`src/logic/opgk_pkg.sv`:
```
/*
 * Constants shared by the overlay plane geometry and colour-key register bank.
 * Assumes a 32-bit word-wide memory-mapped register port on the display clock.
 */
`default_nettype none

package opgk_pkg;

	// ************************************************************
	// Register byte offsets
	// ************************************************************
	localparam logic [31:0] OFF_LINE_PITCH = 32'h0007_3188;
	localparam logic [31:0] OFF_PLACEMENT = 32'h0007_318c;
	localparam logic [31:0] OFF_EXTENT = 32'h0007_3190;
	localparam logic [31:0] OFF_KEY_VALUE = 32'h0007_3194;
	localparam logic [31:0] OFF_KEY_MASK = 32'h0007_3198;
	localparam logic [31:0] OFF_BASE_ADDR = 32'h0007_319c;

	// ************************************************************
	// Reset values
	// ************************************************************
	localparam logic [31:0] RST_LINE_PITCH = 32'h0000_0000;
	localparam logic [31:0] RST_PLACEMENT = 32'h0000_0000;
	localparam logic [31:0] RST_EXTENT = 32'h0000_0000;
	localparam logic [31:0] RST_KEY_VALUE = 32'h0000_0000;
	localparam logic [31:0] RST_KEY_MASK = 32'h0000_0000;
	localparam logic [31:0] RST_BASE_ADDR = 32'h0000_0000;

	// ************************************************************
	// Writable bit masks, reserved bits read zero
	// ************************************************************
	localparam logic [31:0] MSK_LINE_PITCH = 32'h0000_7fc0;
	localparam logic [31:0] MSK_PLACEMENT = 32'h0fff_0fff;
	localparam logic [31:0] MSK_EXTENT = 32'h0fff_0fff;
	localparam logic [31:0] MSK_KEY_VALUE = 32'h00ff_ffff;
	localparam logic [31:0] MSK_KEY_MASK = 32'h07ff_ffff;
	localparam logic [31:0] MSK_BASE_ADDR = 32'hffff_f000;
	localparam logic [31:0] MSK_TILED_PAN = 32'h0fff_0fff;

	// ************************************************************
	// Field positions
	// ************************************************************
	localparam int PITCH_LSB = 6;
	localparam int PITCH_MSB = 14;
	localparam int VERT_LSB = 16;
	localparam int VERT_MSB = 27;
	localparam int HORZ_LSB = 0;
	localparam int HORZ_MSB = 11;
	localparam int CH_HI_LSB = 16;
	localparam int CH_MID_LSB = 8;
	localparam int CH_LO_LSB = 0;
	localparam int CH_W = 8;
	localparam int SRC_EN_HI_BIT = 26;
	localparam int SRC_EN_MID_BIT = 25;
	localparam int SRC_EN_LO_BIT = 24;
	localparam int PAGE_LSB = 12;
	localparam int CTRL_TILED_BIT = 10;

endpackage : opgk_pkg

`default_nettype wire

```
`src/logic/opgk_key_if.sv`:
```
/*
 * Carries active key settings and pixels from the register bank to the key comparator.
 * Assumes both ends run on the same display clock.
 */
`default_nettype none

interface opgk_key_if;
	logic [23:0] key_value;
	logic [26:0] key_mask;
	logic [23:0] key_upper;
	logic src_key_en;
	logic dst_key_en;
	logic [23:0] overlay_pixel;
	logic [23:0] primary_pixel;
	logic show_overlay;

	modport bank (
		output key_value,
		output key_mask,
		output key_upper,
		output src_key_en,
		output dst_key_en,
		output overlay_pixel,
		output primary_pixel,
		input show_overlay
	);

	modport cmp (
		input key_value,
		input key_mask,
		input key_upper,
		input src_key_en,
		input dst_key_en,
		input overlay_pixel,
		input primary_pixel,
		output show_overlay
	);
endinterface : opgk_key_if

`default_nettype wire

```
`src/logic/opgk_key_cmp.sv`:
```
/*
 * Per-pixel colour-key decision for the overlay plane, registered output.
 * Assumes software never enables source and destination keying together.
 */
`default_nettype none

module opgk_key_cmp (
	input wire logic clk_sys,
	input wire logic reset,
	opgk_key_if.cmp key
);

	logic [2:0] in_range;
	logic src_match;
	logic dst_match;
	logic show_nxt;
	logic show_r;

	// ************************************************************
	// Source key: range test on enabled channels only
	// ************************************************************
	always_comb begin
		for (int c = 0; c < 3; c++) begin
			in_range[c] = !key.key_mask[opgk_pkg::SRC_EN_LO_BIT + c] ||
				((key.overlay_pixel[c*opgk_pkg::CH_W +: opgk_pkg::CH_W] >=
					key.key_value[c*opgk_pkg::CH_W +: opgk_pkg::CH_W]) &&
				(key.overlay_pixel[c*opgk_pkg::CH_W +: opgk_pkg::CH_W] <=
					key.key_upper[c*opgk_pkg::CH_W +: opgk_pkg::CH_W]));
		end
	end

	assign src_match = &in_range;

	// Mismatches under a zero mask bit do not count
	assign dst_match = ~|((key.primary_pixel ^ key.key_value) & key.key_mask[23:0]);

	always_comb begin
		show_nxt = 1'b1;
		if (key.dst_key_en) begin
			show_nxt = dst_match;
		end else if (key.src_key_en) begin
			show_nxt = !src_match;
		end
	end

	always_ff @(posedge clk_sys or posedge reset) begin
		if (reset) begin
			show_r <= 1'b0;
		end else begin
			show_r <= show_nxt;
		end
	end

	assign key.show_overlay = show_r;

endmodule // opgk_key_cmp

`default_nettype wire

```
`src/logic/opgk_regs.sv`:
```
/*
 * Overlay plane register bank: line pitch, placement, extent, colour key and
 * surface base, with pending/active double buffering and the key decision.
 * Assumes the display pipe supplies its timing and enable levels on clk_sys,
 * and that a translation stage outside maps the base page through the
 * global translation table.
 */
`default_nettype none

module opgk_regs (
	input wire logic clk_sys,
	input wire logic reset,
	input wire logic [31:0] reg_addr,
	input wire logic reg_wr,
	input wire logic [31:0] reg_wdata,
	input wire logic reg_rd,
	output logic [31:0] reg_rdata,
	output logic reg_rvalid,
	input wire logic cmd_pitch_valid,
	input wire logic [31:0] cmd_pitch_data,
	input wire logic cmd_flip_valid,
	input wire logic [31:0] cmd_flip_base,
	input wire logic vblank_start,
	input wire logic pipe_enabled,
	input wire logic plane_enabled,
	input wire logic [31:0] plane_control,
	input wire logic rotate_180,
	input wire logic [11:0] active_h_last,
	input wire logic [11:0] active_v_last,
	input wire logic [31:0] overlay_linear_pan,
	input wire logic [31:0] overlay_tiled_pan,
	input wire logic [31:0] overlay_key_upper_bound,
	input wire logic src_key_en,
	input wire logic dst_key_en,
	input wire logic [23:0] overlay_pixel,
	input wire logic [23:0] primary_pixel,
	output logic [8:0] act_pitch_units,
	output logic [11:0] act_left,
	output logic [11:0] act_top,
	output logic [11:0] act_width_m1,
	output logic [11:0] act_height_m1,
	output logic [19:0] act_base_page,
	output logic act_tiled,
	output logic [31:0] act_linear_pan,
	output logic [11:0] act_pan_x,
	output logic [11:0] act_pan_y,
	output logic armed,
	output logic show_overlay
);

	// ************************************************************
	// Pending and active register state
	// ************************************************************
	logic [31:0] pitch_r;
	logic [31:0] place_r;
	logic [31:0] extent_r;
	logic [31:0] keyval_r;
	logic [31:0] keymsk_r;
	logic [31:0] base_r;
	logic [31:0] act_pitch_r;
	logic [31:0] act_place_r;
	logic [31:0] act_extent_r;
	logic [31:0] act_keyval_r;
	logic [31:0] act_keymsk_r;
	logic [31:0] act_base_r;
	logic armed_r;
	logic [31:0] rdata_r;
	logic rvalid_r;
	logic [11:0] left_r;
	logic [11:0] top_r;
	logic tiled_r;
	logic [31:0] lin_pan_r;
	logic [11:0] pan_x_r;
	logic [11:0] pan_y_r;

	logic wr_pitch;
	logic wr_place;
	logic wr_extent;
	logic wr_keyval;
	logic wr_keymsk;
	logic wr_base;
	logic geo_point;
	logic key_point;
	logic geo_load;

	assign wr_pitch = reg_wr && (reg_addr == opgk_pkg::OFF_LINE_PITCH);
	assign wr_place = reg_wr && (reg_addr == opgk_pkg::OFF_PLACEMENT);
	assign wr_extent = reg_wr && (reg_addr == opgk_pkg::OFF_EXTENT);
	assign wr_keyval = reg_wr && (reg_addr == opgk_pkg::OFF_KEY_VALUE);
	assign wr_keymsk = reg_wr && (reg_addr == opgk_pkg::OFF_KEY_MASK);
	assign wr_base = reg_wr && (reg_addr == opgk_pkg::OFF_BASE_ADDR);

	// Update points
	assign geo_point = vblank_start || !pipe_enabled || !plane_enabled;
	assign key_point = vblank_start || !pipe_enabled;
	assign geo_load = geo_point && armed_r;

	// ************************************************************
	// Software-visible pending copies
	// ************************************************************
	always_ff @(posedge clk_sys or posedge reset) begin
		if (reset) begin
			pitch_r <= opgk_pkg::RST_LINE_PITCH;
		end else if (wr_pitch) begin
			pitch_r <= reg_wdata & opgk_pkg::MSK_LINE_PITCH;
		end else if (cmd_pitch_valid) begin
			pitch_r <= cmd_pitch_data & opgk_pkg::MSK_LINE_PITCH;
		end
	end

	always_ff @(posedge clk_sys or posedge reset) begin
		if (reset) begin
			place_r <= opgk_pkg::RST_PLACEMENT;
			extent_r <= opgk_pkg::RST_EXTENT;
		end else begin
			if (wr_place) begin
				place_r <= reg_wdata & opgk_pkg::MSK_PLACEMENT;
			end
			if (wr_extent) begin
				extent_r <= reg_wdata & opgk_pkg::MSK_EXTENT;
			end
		end
	end

	always_ff @(posedge clk_sys or posedge reset) begin
		if (reset) begin
			keyval_r <= opgk_pkg::RST_KEY_VALUE;
			keymsk_r <= opgk_pkg::RST_KEY_MASK;
		end else begin
			if (wr_keyval) begin
				keyval_r <= reg_wdata & opgk_pkg::MSK_KEY_VALUE;
			end
			if (wr_keymsk) begin
				keymsk_r <= reg_wdata & opgk_pkg::MSK_KEY_MASK;
			end
		end
	end

	// A register write beats a flip in the same cycle; both arm
	always_ff @(posedge clk_sys or posedge reset) begin
		if (reset) begin
			base_r <= opgk_pkg::RST_BASE_ADDR;
		end else if (wr_base) begin
			base_r <= reg_wdata & opgk_pkg::MSK_BASE_ADDR;
		end else if (cmd_flip_valid) begin
			base_r <= cmd_flip_base & opgk_pkg::MSK_BASE_ADDR;
		end
	end

	// ************************************************************
	// Arming
	// ************************************************************
	// A new arming write in the transfer cycle keeps the flag set, so it is not lost
	always_ff @(posedge clk_sys or posedge reset) begin
		if (reset) begin
			armed_r <= 1'b0;
		end else if (wr_base || cmd_flip_valid) begin
			armed_r <= 1'b1;
		end else if (geo_load) begin
			armed_r <= 1'b0;
		end
	end

	// ************************************************************
	// Active copies
	// ************************************************************
	always_ff @(posedge clk_sys or posedge reset) begin
		if (reset) begin
			act_pitch_r <= opgk_pkg::RST_LINE_PITCH;
			act_place_r <= opgk_pkg::RST_PLACEMENT;
			act_extent_r <= opgk_pkg::RST_EXTENT;
		end else if (geo_load) begin
			act_pitch_r <= pitch_r;
			act_place_r <= place_r;
			act_extent_r <= extent_r;
		end
	end

	// The base is itself the arming register, so it loads at the key point without waiting for arming
	always_ff @(posedge clk_sys or posedge reset) begin
		if (reset) begin
			act_base_r <= opgk_pkg::RST_BASE_ADDR;
		end else if (key_point) begin
			act_base_r <= base_r;
		end
	end

	always_ff @(posedge clk_sys or posedge reset) begin
		if (reset) begin
			act_keyval_r <= opgk_pkg::RST_KEY_VALUE;
			act_keymsk_r <= opgk_pkg::RST_KEY_MASK;
		end else if (key_point) begin
			act_keyval_r <= keyval_r;
			act_keymsk_r <= keymsk_r;
		end
	end

	// ************************************************************
	// Placement, with the corner folded back under rotation
	// ************************************************************
	logic [11:0] pos_x;
	logic [11:0] pos_y;
	logic [11:0] w_m1;
	logic [11:0] h_m1;

	assign pos_x = act_place_r[opgk_pkg::HORZ_MSB:opgk_pkg::HORZ_LSB];
	assign pos_y = act_place_r[opgk_pkg::VERT_MSB:opgk_pkg::VERT_LSB];
	assign w_m1 = act_extent_r[opgk_pkg::HORZ_MSB:opgk_pkg::HORZ_LSB];
	assign h_m1 = act_extent_r[opgk_pkg::VERT_MSB:opgk_pkg::VERT_LSB];

	// Rotated placement is measured from the far corner; no clamp, software keeps it inside
	always_ff @(posedge clk_sys or posedge reset) begin
		if (reset) begin
			left_r <= 12'h000;
			top_r <= 12'h000;
		end else if (rotate_180) begin
			left_r <= 12'(active_h_last - pos_x - w_m1);
			top_r <= 12'(active_v_last - pos_y - h_m1);
		end else begin
			left_r <= pos_x;
			top_r <= pos_y;
		end
	end

	// ************************************************************
	// Panning source selection
	// ************************************************************
	always_ff @(posedge clk_sys or posedge reset) begin
		if (reset) begin
			tiled_r <= 1'b0;
			lin_pan_r <= 32'h0000_0000;
			pan_x_r <= 12'h000;
			pan_y_r <= 12'h000;
		end else begin
			tiled_r <= plane_control[opgk_pkg::CTRL_TILED_BIT];
			if (plane_control[opgk_pkg::CTRL_TILED_BIT]) begin
				lin_pan_r <= 32'h0000_0000;
				pan_x_r <= overlay_tiled_pan[opgk_pkg::HORZ_MSB:opgk_pkg::HORZ_LSB];
				pan_y_r <= overlay_tiled_pan[opgk_pkg::VERT_MSB:opgk_pkg::VERT_LSB];
			end else begin
				lin_pan_r <= overlay_linear_pan;
				pan_x_r <= 12'h000;
				pan_y_r <= 12'h000;
			end
		end
	end

	// ************************************************************
	// Register reads
	// ************************************************************
	always_ff @(posedge clk_sys or posedge reset) begin
		if (reset) begin
			rdata_r <= 32'h0000_0000;
			rvalid_r <= 1'b0;
		end else begin
			rvalid_r <= reg_rd;
			if (reg_rd) begin
				case (reg_addr)
					opgk_pkg::OFF_LINE_PITCH: rdata_r <= pitch_r;
					opgk_pkg::OFF_PLACEMENT: rdata_r <= place_r;
					opgk_pkg::OFF_EXTENT: rdata_r <= extent_r;
					opgk_pkg::OFF_KEY_VALUE: rdata_r <= keyval_r;
					opgk_pkg::OFF_KEY_MASK: rdata_r <= keymsk_r;
					opgk_pkg::OFF_BASE_ADDR: rdata_r <= base_r;
					default: rdata_r <= 32'h0000_0000;
				endcase
			end
		end
	end

	// ************************************************************
	// Key decision
	// ************************************************************
	opgk_key_if key_bus ();

	assign key_bus.key_value = act_keyval_r[23:0];
	assign key_bus.key_mask = act_keymsk_r[26:0];
	assign key_bus.key_upper = overlay_key_upper_bound[23:0];
	assign key_bus.src_key_en = src_key_en;
	assign key_bus.dst_key_en = dst_key_en;
	assign key_bus.overlay_pixel = overlay_pixel;
	assign key_bus.primary_pixel = primary_pixel;

	opgk_key_cmp u_key_cmp (
		.clk_sys(clk_sys),
		.reset(reset),
		.key(key_bus.cmp)
	);

	// ************************************************************
	// Outputs
	// ************************************************************
	assign reg_rdata = rdata_r;
	assign reg_rvalid = rvalid_r;
	assign act_pitch_units = act_pitch_r[opgk_pkg::PITCH_MSB:opgk_pkg::PITCH_LSB];
	assign act_left = left_r;
	assign act_top = top_r;
	assign act_width_m1 = w_m1;
	assign act_height_m1 = h_m1;
	assign act_base_page = act_base_r[31:opgk_pkg::PAGE_LSB];
	assign act_tiled = tiled_r;
	assign act_linear_pan = lin_pan_r;
	assign act_pan_x = pan_x_r;
	assign act_pan_y = pan_y_r;
	assign armed = armed_r;
	assign show_overlay = key_bus.show_overlay;

endmodule // opgk_regs

`default_nettype wire

```
`config.mk`:
```
export PLATFORM = sky130hd
export DESIGN_NAME = opgk_regs
export DESIGN_NICKNAME = d
export VERILOG_FILES = /design/src/logic/opgk_pkg.sv /design/src/logic/opgk_key_if.sv /design/src/logic/opgk_key_cmp.sv /design/src/logic/opgk_regs.sv
export SDC_FILE = /design/constraint.sdc
export NUM_CORES = 1
export LEC_CHECK = 0
export ABC_AREA = 0
export BUFFER_PORTS_ARGS = -buffer_cell sky130_fd_sc_hd__buf_2
export CAP_MARGIN = 20
export CELL_PAD_IN_SITES_DETAIL_PLACEMENT = 1
export CELL_PAD_IN_SITES_GLOBAL_PLACEMENT = 1
export CORE_MARGIN = 4
export CORE_UTILIZATION = 44
export DETAILED_ROUTE_END_ITERATION = 10
export PLACE_DENSITY = 0.93
export RECOVER_POWER = 25
export SYNTH_ARGS = -nofsm -noshare
export SYNTH_HDL_FRONTEND = slang
export SYNTH_SLANG_ARGS = --single-unit
```
`constraint.sdc`:
```
create_clock -name clk_sys -period 22.4 [get_ports clk_sys]
set_input_delay 4.48 -clock clk_sys [delete_from_list [all_inputs] [get_ports clk_sys]]
set_output_delay 4.48 -clock clk_sys [all_outputs]
set_load 0.02 [all_outputs]
```
==> metrics, run 1 <==
worst slew margin relative to its limit=-274.2%; PD cells=~70 nW/um^2; peak supply drop=~0.056 mV; cell-internal power=~0.0011 W; die height=210.8 um; register area=9309 um^2; via density per instance=5.497; count of final hold-check violations=0; Hold Crit Class=reg2reg; Startpoint Class=input port; port bufs=426; drt total wl=approximately 65000 um; Yosys top cell by area=dfrtp_1; Worst EP arrival=8.99 ns; Clock Pin Slew Worst Setup and Hold Paths=roughly 0.05 ns; Seq cells post-synth=372; fmax=120.7 MHz; number of synthesized flops with an enable pin=0; Worst setup EP type=async pin; Setup CP Type=in2async; final setup fails=0; Max Cap Viol=3; Ys Warns=0; worst skew pair latency=0.58 ns; total global routing overflow=0; Top FF cell, synth=dfrtp_1; cts repair resizes=0; Post-DP Area=just over 20000 um^2; share of the synthesized area in the top cell type=51.47%; CTS max path bufs=3; Synth Cell Area=18090 um^2; pin count of the biggest net entering global routing=126; asr flop ratio synth=100.0%; Clock power frac=42.6%; vias in the first global route=15960; Root Driver=clkbuf_16; slowest stage cell, crit path=clkinvlp_2; clock sink count=372; worst clock skew=0.03160 ns; RSZ-0062 raised after global routing=false; Least-Margin Pin Slew=5.583 ns; final period utilization=36.98%; DRT iter0 DRCs=841; family with the most delay on the worst path=buffers and inverters; Setup Fix Bufs, Post-CTS=0; P_sw=0.0004122 W; residual DRC count=0; Req. time, crit path=23.10 ns; failing checks=capacitance limit, slew limit; share of layout cells above drive strength 1=about 34%; P_leak=11.45 nW; fraction of power consumed by sequential logic=46.0%; initial antenna violation count=9; Antenna Violating Nets Remaining=0; Die Wd=210.8 um; I/O pin count=509; Crit path buffers/inverters=4; Overall Global Routing Usage=28.55%; Post-CTS Hold Buffers=0; Worst Path Max Fanout=125; first-pass GRT wire length=96290 um; CP dominant cell by count=clkbuf_1; syn_nets=2020; Finished Cell Area=22010 um^2; final setup TNS=0 ns; Synth area leaders=dfrtp_1 (51%), mux2_2 (7.0%), ha_1 (5.1%); # fillers=4447; Core ar.=around 40000 um^2; sequential area share after synthesis=slightly above 50%; critical-path cell list=clkbuf_1, clkinvlp_2, clkbuf_1, buf_16; Placer Congestion=slightly below 0.9; Synth cell types=63; Max Slew Vio Count=277; run status=finished, violations left; Switching Fraction=26.80%; Inserted Clock Buffers=42; max incr delay on CP=3.07 ns; Area growth, synth to finish=21.71%; Core Rows=74; multi-input logic area=8080 um^2; post-layout util=54.04%; Final nets=2434; CTS H-tree depth=2; Pre-antenna DRT Iters=4; die area=44420 um^2; synthesized area per cell=11.42 um^2; Avg WL per Cell=25.16 um; Post-Synthesis Cells=1584; via count=14110; effective utilization at floorplan=44.40%; hpwl dp=48320 um; combinational share of power=11.5%; CTS tree=done; minimum clock period=8.283 ns
## kinds of logic after synthesis
logic type / Yosys count / synth area share [%]
flops: 372 / 51.47
mux: 232 / 15.41
fa+ha+maj: 96 / 7.554
xor+xnor: 41 / 1.985
simple gates: 426 / 10.92
compound gates: 246 / 8.751
buf+inv: 171 / 3.915
## cells in the mapped netlist, types with 3 or more instances
library cell  instances
dfrtp_1             372
nand2_1             222
mux2_2              112
inv_1                99
ha_1                 74
a21oi_1              72
nor2_1               66
o21ai_0              65
mux2_4               60
mux2i_1              58
clkbuf_1             48
nor2b_1              44
xor2_1               31
and2_1               28
fa_1                 22
o2bb2ai_1            19
a22oi_1              16
nand4_1              14
a21o_1               12
a22o_1               12
and3_1               10
buf_2                10
xnor2_1              10
o211ai_1              9
a221o_1               7
nand2b_1              7
nand3_1               7
nor3_1                7
buf_6                 6
o21a_1                5
a211oi_1              4
a31oi_1               4
buf_1                 4
nor4_1                4
nand2_4               3
## worst reg2reg max path, stage by stage (launching register included)
cell	delay [ns]
dfrtp_1	0.47
inv_1	0.10
fa_1	0.47
fa_1	0.46
a21o_1	0.20
a21oi_1	0.18
nor2_1	0.12
o31a_1	0.32
o41ai_1	0.46
mux2i_1	0.25
o211ai_1	0.11
## state kept, by name, indices dropped and copies added, names as in the netlist, 9 cells and up
name	flops
extent_r	24
keyval_r	24
act_base_r	20
act_pan_y	12
pitch_r	9
reg_rdata	32
act_extent_r	24
act_left	12
act_linear_pan	32
act_keyval_r	24
act_pan_x	12
place_r	24
keymsk_r	27
act_top	12
act_pitch_r	9
base_r	20
act_place_r	24
act_keymsk_r	27
## cell type report
cell class / instances / area share [%]
sequential: 372 / 42.28
multi-input combinational: 1041 / 36.70
timing repair buffer: 441 / 10.39
clock buffer: 59 / 5.337
tap: 532 / 3.024
inverter: 100 / 1.711
clock inverter: 15 / 0.4717
antenna: 7 / 0.07957
## placed cells by master (no fill, tap or decap), drive strengths merged, types with 4 or more instances in the layout
| cell | count |
|---|---|
| inv | 100 |
| a221o | 7 |
| a31oi | 4 |
| and2 | 29 |
| clkinv | 10 |
| nand2 | 225 |
| clkinvlp | 5 |
| nand3 | 7 |
| xnor2 | 10 |
| nand2b | 7 |
| nor3 | 8 |
| a21oi | 72 |
| a21o | 12 |
| xor2 | 31 |
| dfrtp | 372 |
| o21a | 5 |
| nor4 | 4 |
| o2bb2ai | 19 |
| a22o | 12 |
| ha | 74 |
| and3 | 10 |
| mux2 | 172 |
| diode | 7 |
| mux2i | 58 |
| buf | 433 |
| o21ai | 65 |
| a211oi | 4 |
| o211ai | 9 |
| nor2 | 67 |
| clkbuf | 67 |
| fa | 22 |
| nor2b | 44 |
| a22oi | 16 |
| nand4 | 14 |
## final timing paths
path,start,endpoint,slack (ns),depth (start not counted)
setup / recovery,reset,base_r[24],14.12,4
max in group clk_sys,vblank_start,act_keymsk_r[25],14.44,4
hold reg to reg,act_base_r[26],act_base_r[26],0.46,2
setup reg to reg,act_extent_r[16],act_top[10],19.08,10
min in group asynchronous,reset,act_base_r[13],5.60,2
hold / removal,act_base_r[26],act_base_r[26],0.46,2
## per-stage QoR
step	total power, W	worst slack, ns	instances	hold WS [ns]
global route	0.001599	13.26	2564	0.4743
finish	0.001538	14.12	2567	0.4640
floorplan	0.0008115	7.589	1584	0.4362
detailed placement	0.0008929	14.76	2482	0.4554
CTS	0.001552	15.35	2556	0.4689
global placement	0.0008817	14.79	2482	0.4474
## per-layer routing
metal,global-route usage [%],vias up,wire [um]
li1,-,6262,-
met1,31.30,7127,22920
met2,51.60,551,33710
met3,7.040,164,4519
met4,14.11,6,3381
met5,0,-,40
## power by group through the flow
| stage | clock network (W) | registers, W | logic [W] |
|---|---|---|---|
| global placement | 0 | 0.000717 | 0.000165 |
| detailed placement | 0 | 0.000718 | 0.000175 |
| finish | 0.000655 | 0.000707 | 0.000176 |
| CTS | 0.000669 | 0.000706 | 0.000177 |
| floorplan | 0 | 0.000736 | 0.0000755 |
| global route | 0.000697 | 0.000709 | 0.000193 |
No activity file was read; power rests on OpenSTA's default activity.
==> run 2, diff against run 1 <==
--- a/config.mk
+++ b/config.mk
@@ -11,9 +11,9 @@
 export CELL_PAD_IN_SITES_DETAIL_PLACEMENT = 1
 export CELL_PAD_IN_SITES_GLOBAL_PLACEMENT = 1
 export CORE_MARGIN = 4
-export CORE_UTILIZATION = 44
+export CORE_UTILIZATION = 37
 export DETAILED_ROUTE_END_ITERATION = 10
-export PLACE_DENSITY = 0.93
+export PLACE_DENSITY = 0.84
 export RECOVER_POWER = 25
 export SYNTH_ARGS = -nofsm -noshare
 export SYNTH_HDL_FRONTEND = slang
==> constraint.sdc (replaced) <==
create_clock -name clk_sys -period 7.4 [get_ports clk_sys]
set_input_delay 1.48 -clock clk_sys [delete_from_list [all_inputs] [get_ports clk_sys]]
set_output_delay 1.48 -clock clk_sys [all_outputs]
set_load 0.02 [all_outputs]
==> metrics, run 2 (same netlist as run 1, synthesis figures left out) <==
run status=finished, violations left (unchanged); failing checks=capacitance limit, slew limit (unchanged); Switching Fraction=25.77% (was 26.80%); share of layout cells above drive strength 1=33.81% (was 33.68%); CTS tree=done (unchanged); Setup Fix Bufs, Post-CTS=0 (unchanged); Placer Congestion=0.8843 (was 0.8762); combinational share of power=10.8% (was 11.5%); CTS H-tree depth=2 (unchanged); fraction of power consumed by sequential logic=43.9% (was 46.0%); Startpoint Class=input port (unchanged); Area growth, synth to finish=23.00% (was 21.71%); final setup TNS=0 ns (unchanged); via count=13870 (was 14110); Worst EP arrival=5.69 ns (was 8.99 ns); DR WL met3=3536 um (was 4519 um); hpwl dp=48580 um (was 48320 um); DRT iter0 DRCs=581 (was 841); Non-Filler Instances=2651 (was 2567); cts repair resizes=0 (unchanged); worst clock skew=0.02110 ns (was 0.03160 ns); Hold Slack=0.4691 ns (was 0.4640 ns); Final nets=2433 (was 2434); total global routing overflow=0 (unchanged); Overall Global Routing Usage=23.99% (was 28.55%); PD cells=218.8 nW/um^2 (was 69.87 nW/um^2); post-layout util=46.30% (was 54.04%); Max Cap Viol=2 (was 3); Pre-antenna DRT Iters=5 (was 4); port bufs=426 (unchanged); Inserted Clock Buffers=42 (unchanged); Final Power=0.004867 W (was 0.001538 W); RSZ-0062 raised after global routing=false (unchanged); Clock Pin Slew Worst Setup and Hold Paths=0.06 ns (was 0.05 ns); residual DRC count=0 (unchanged); effective utilization at floorplan=37.65% (was 44.40%); first-pass GRT wire length=96300 um (was 96290 um); count of final hold-check violations=0 (unchanged); Worst Path Max Fanout=52 (was 125); Worst setup EP type=register (was async pin); final setup fails=0 (unchanged); most common cell after layout, fill and taps aside=buf_2 (unchanged); commonest cells after routing, fill and taps aside=buf_2 (422), dfrtp_1 (372), nand2_1 (221) (was buf_2 (421), dfrtp_1 (372), nand2_1 (221)); fmax=between 150 and 200 MHz; final period utilization=between 70% and 80%; Max Used Layer=met5 (unchanged); Clock power frac=45.3% (was 42.6%); Req. time, crit path=7.84 ns (was 23.10 ns); met2 wire len=33640 um (was 33710 um); die height=229.1 um (was 210.8 um); Root Driver=clkbuf_16 (unchanged); I/O pin count=509 (unchanged); CTS max path bufs=3 (unchanged); Least-Margin Pin Slew=2.704 ns (was 5.583 ns); Core Rows=80 (was 74); drt total wl=63930 um (was 64580 um); vias in the first global route=15760 (was 15960); Core ar.=48050 um^2 (was 40740 um^2); Die Wd=229.1 um (was 210.8 um); via density per instance=5.233 (was 5.497); Antenna Violating Nets Remaining=0 (unchanged); placed cell count=2567 (was 2482); P_leak=11.52 nW (was 11.45 nW); peak supply drop=0.1355 mV (was 0.05589 mV); Setup CP Type=in2reg (was in2async); minimum clock period=5.244 ns; WL met1=24190 um (was 22920 um); Max Slew Vio Count=111 (was 277); Post-CTS Hold Buffers=0 (unchanged); pin count of the biggest net entering global routing=154 (was 126); Avg WL per Cell=24.11 um (was 25.16 um); die area=52490 um^2 (was 44420 um^2); cell-internal power=0.003613 W (was 0.001126 W); clock sink count=372 (unchanged); initial antenna violation count=9 (unchanged); P_sw=0.001255 W (was 0.0004122 W); worst slew margin relative to its limit=-80.27% (was -274.2%); Hold Crit Class=reg2reg (unchanged); worst skew pair latency=0.58 ns (about the same)
run 2: layout make-up:
type                            count  area [um^2]
Timing Repair Buffer              440         2253
Fill cell                        5298        25800
Clock buffer                       60         1169
Antenna cell                        7        17.52
Clock inverter                     16        271.5
Inverter                          100        376.6
Multi-Input combinational cell   1041         8082
Tap cell                          615        769.5
Sequential cell                   372         9309
run 2: power groups by stage:
stage,Sequential [W],Clock [W],Combinational [W]
4_1_cts,0.00214,0.00227,0.000534
3_5_place_dp,0.00218,0,0.000529
2_1_floorplan,0.00223,0,0.000229
6_report,0.00214,0.00220,0.000523
5_1_grt,0.00215,0.00234,0.000579
3_3_place_gp,0.00217,0,0.000508
run 2: metal layers:
| metal | up-vias | global-route usage (%) |
|---|---|---|
| li1 | 6266 | - |
| met1 | 7054 | 26.90 |
| met2 | 424 | 44.19 |
| met3 | 122 | 5.343 |
| met4 | 6 | 9.414 |
| met5 | - | 0 |
run 2: final timing paths:
check | depth (start not counted) | to | startpoint | slack (ns)
worst max-delay path | 7 | act_pitch_r[7] | pipe_enabled | 2.16
worst min-delay path | 2 | act_base_r[13] | act_base_r[13] | 0.47
worst max register to register | 10 | act_top[10] | act_extent_r[16] | 4.08
worst min register to register | 2 | act_base_r[13] | act_base_r[13] | 0.47
max in group asynchronous | 3 | act_left[0] | reset | 4.58
min in group asynchronous | 2 | act_base_r[23] | reset | 1.24
run 2: worst max-delay path, cell delays in order:
cell and delay (ns):
clkbuf_1 0.14, nor2b_1 0.21, clkbuf_1 1.94, nand2_1 0.19
nand2_2 0.72, buf_4 0.51, mux2_2 0.41
run 2: metrics by stage:
| step | worst slack [ns] | area [um^2] |
|---|---|---|
| floorplan | 0.9259 | 18090 |
| global placement | 2.933 | 20800 |
| detailed placement | 2.850 | 20800 |
| CTS | 3.397 | 22240 |
| global route | 1.829 | 22240 |
| finish | 2.156 | 22250 |
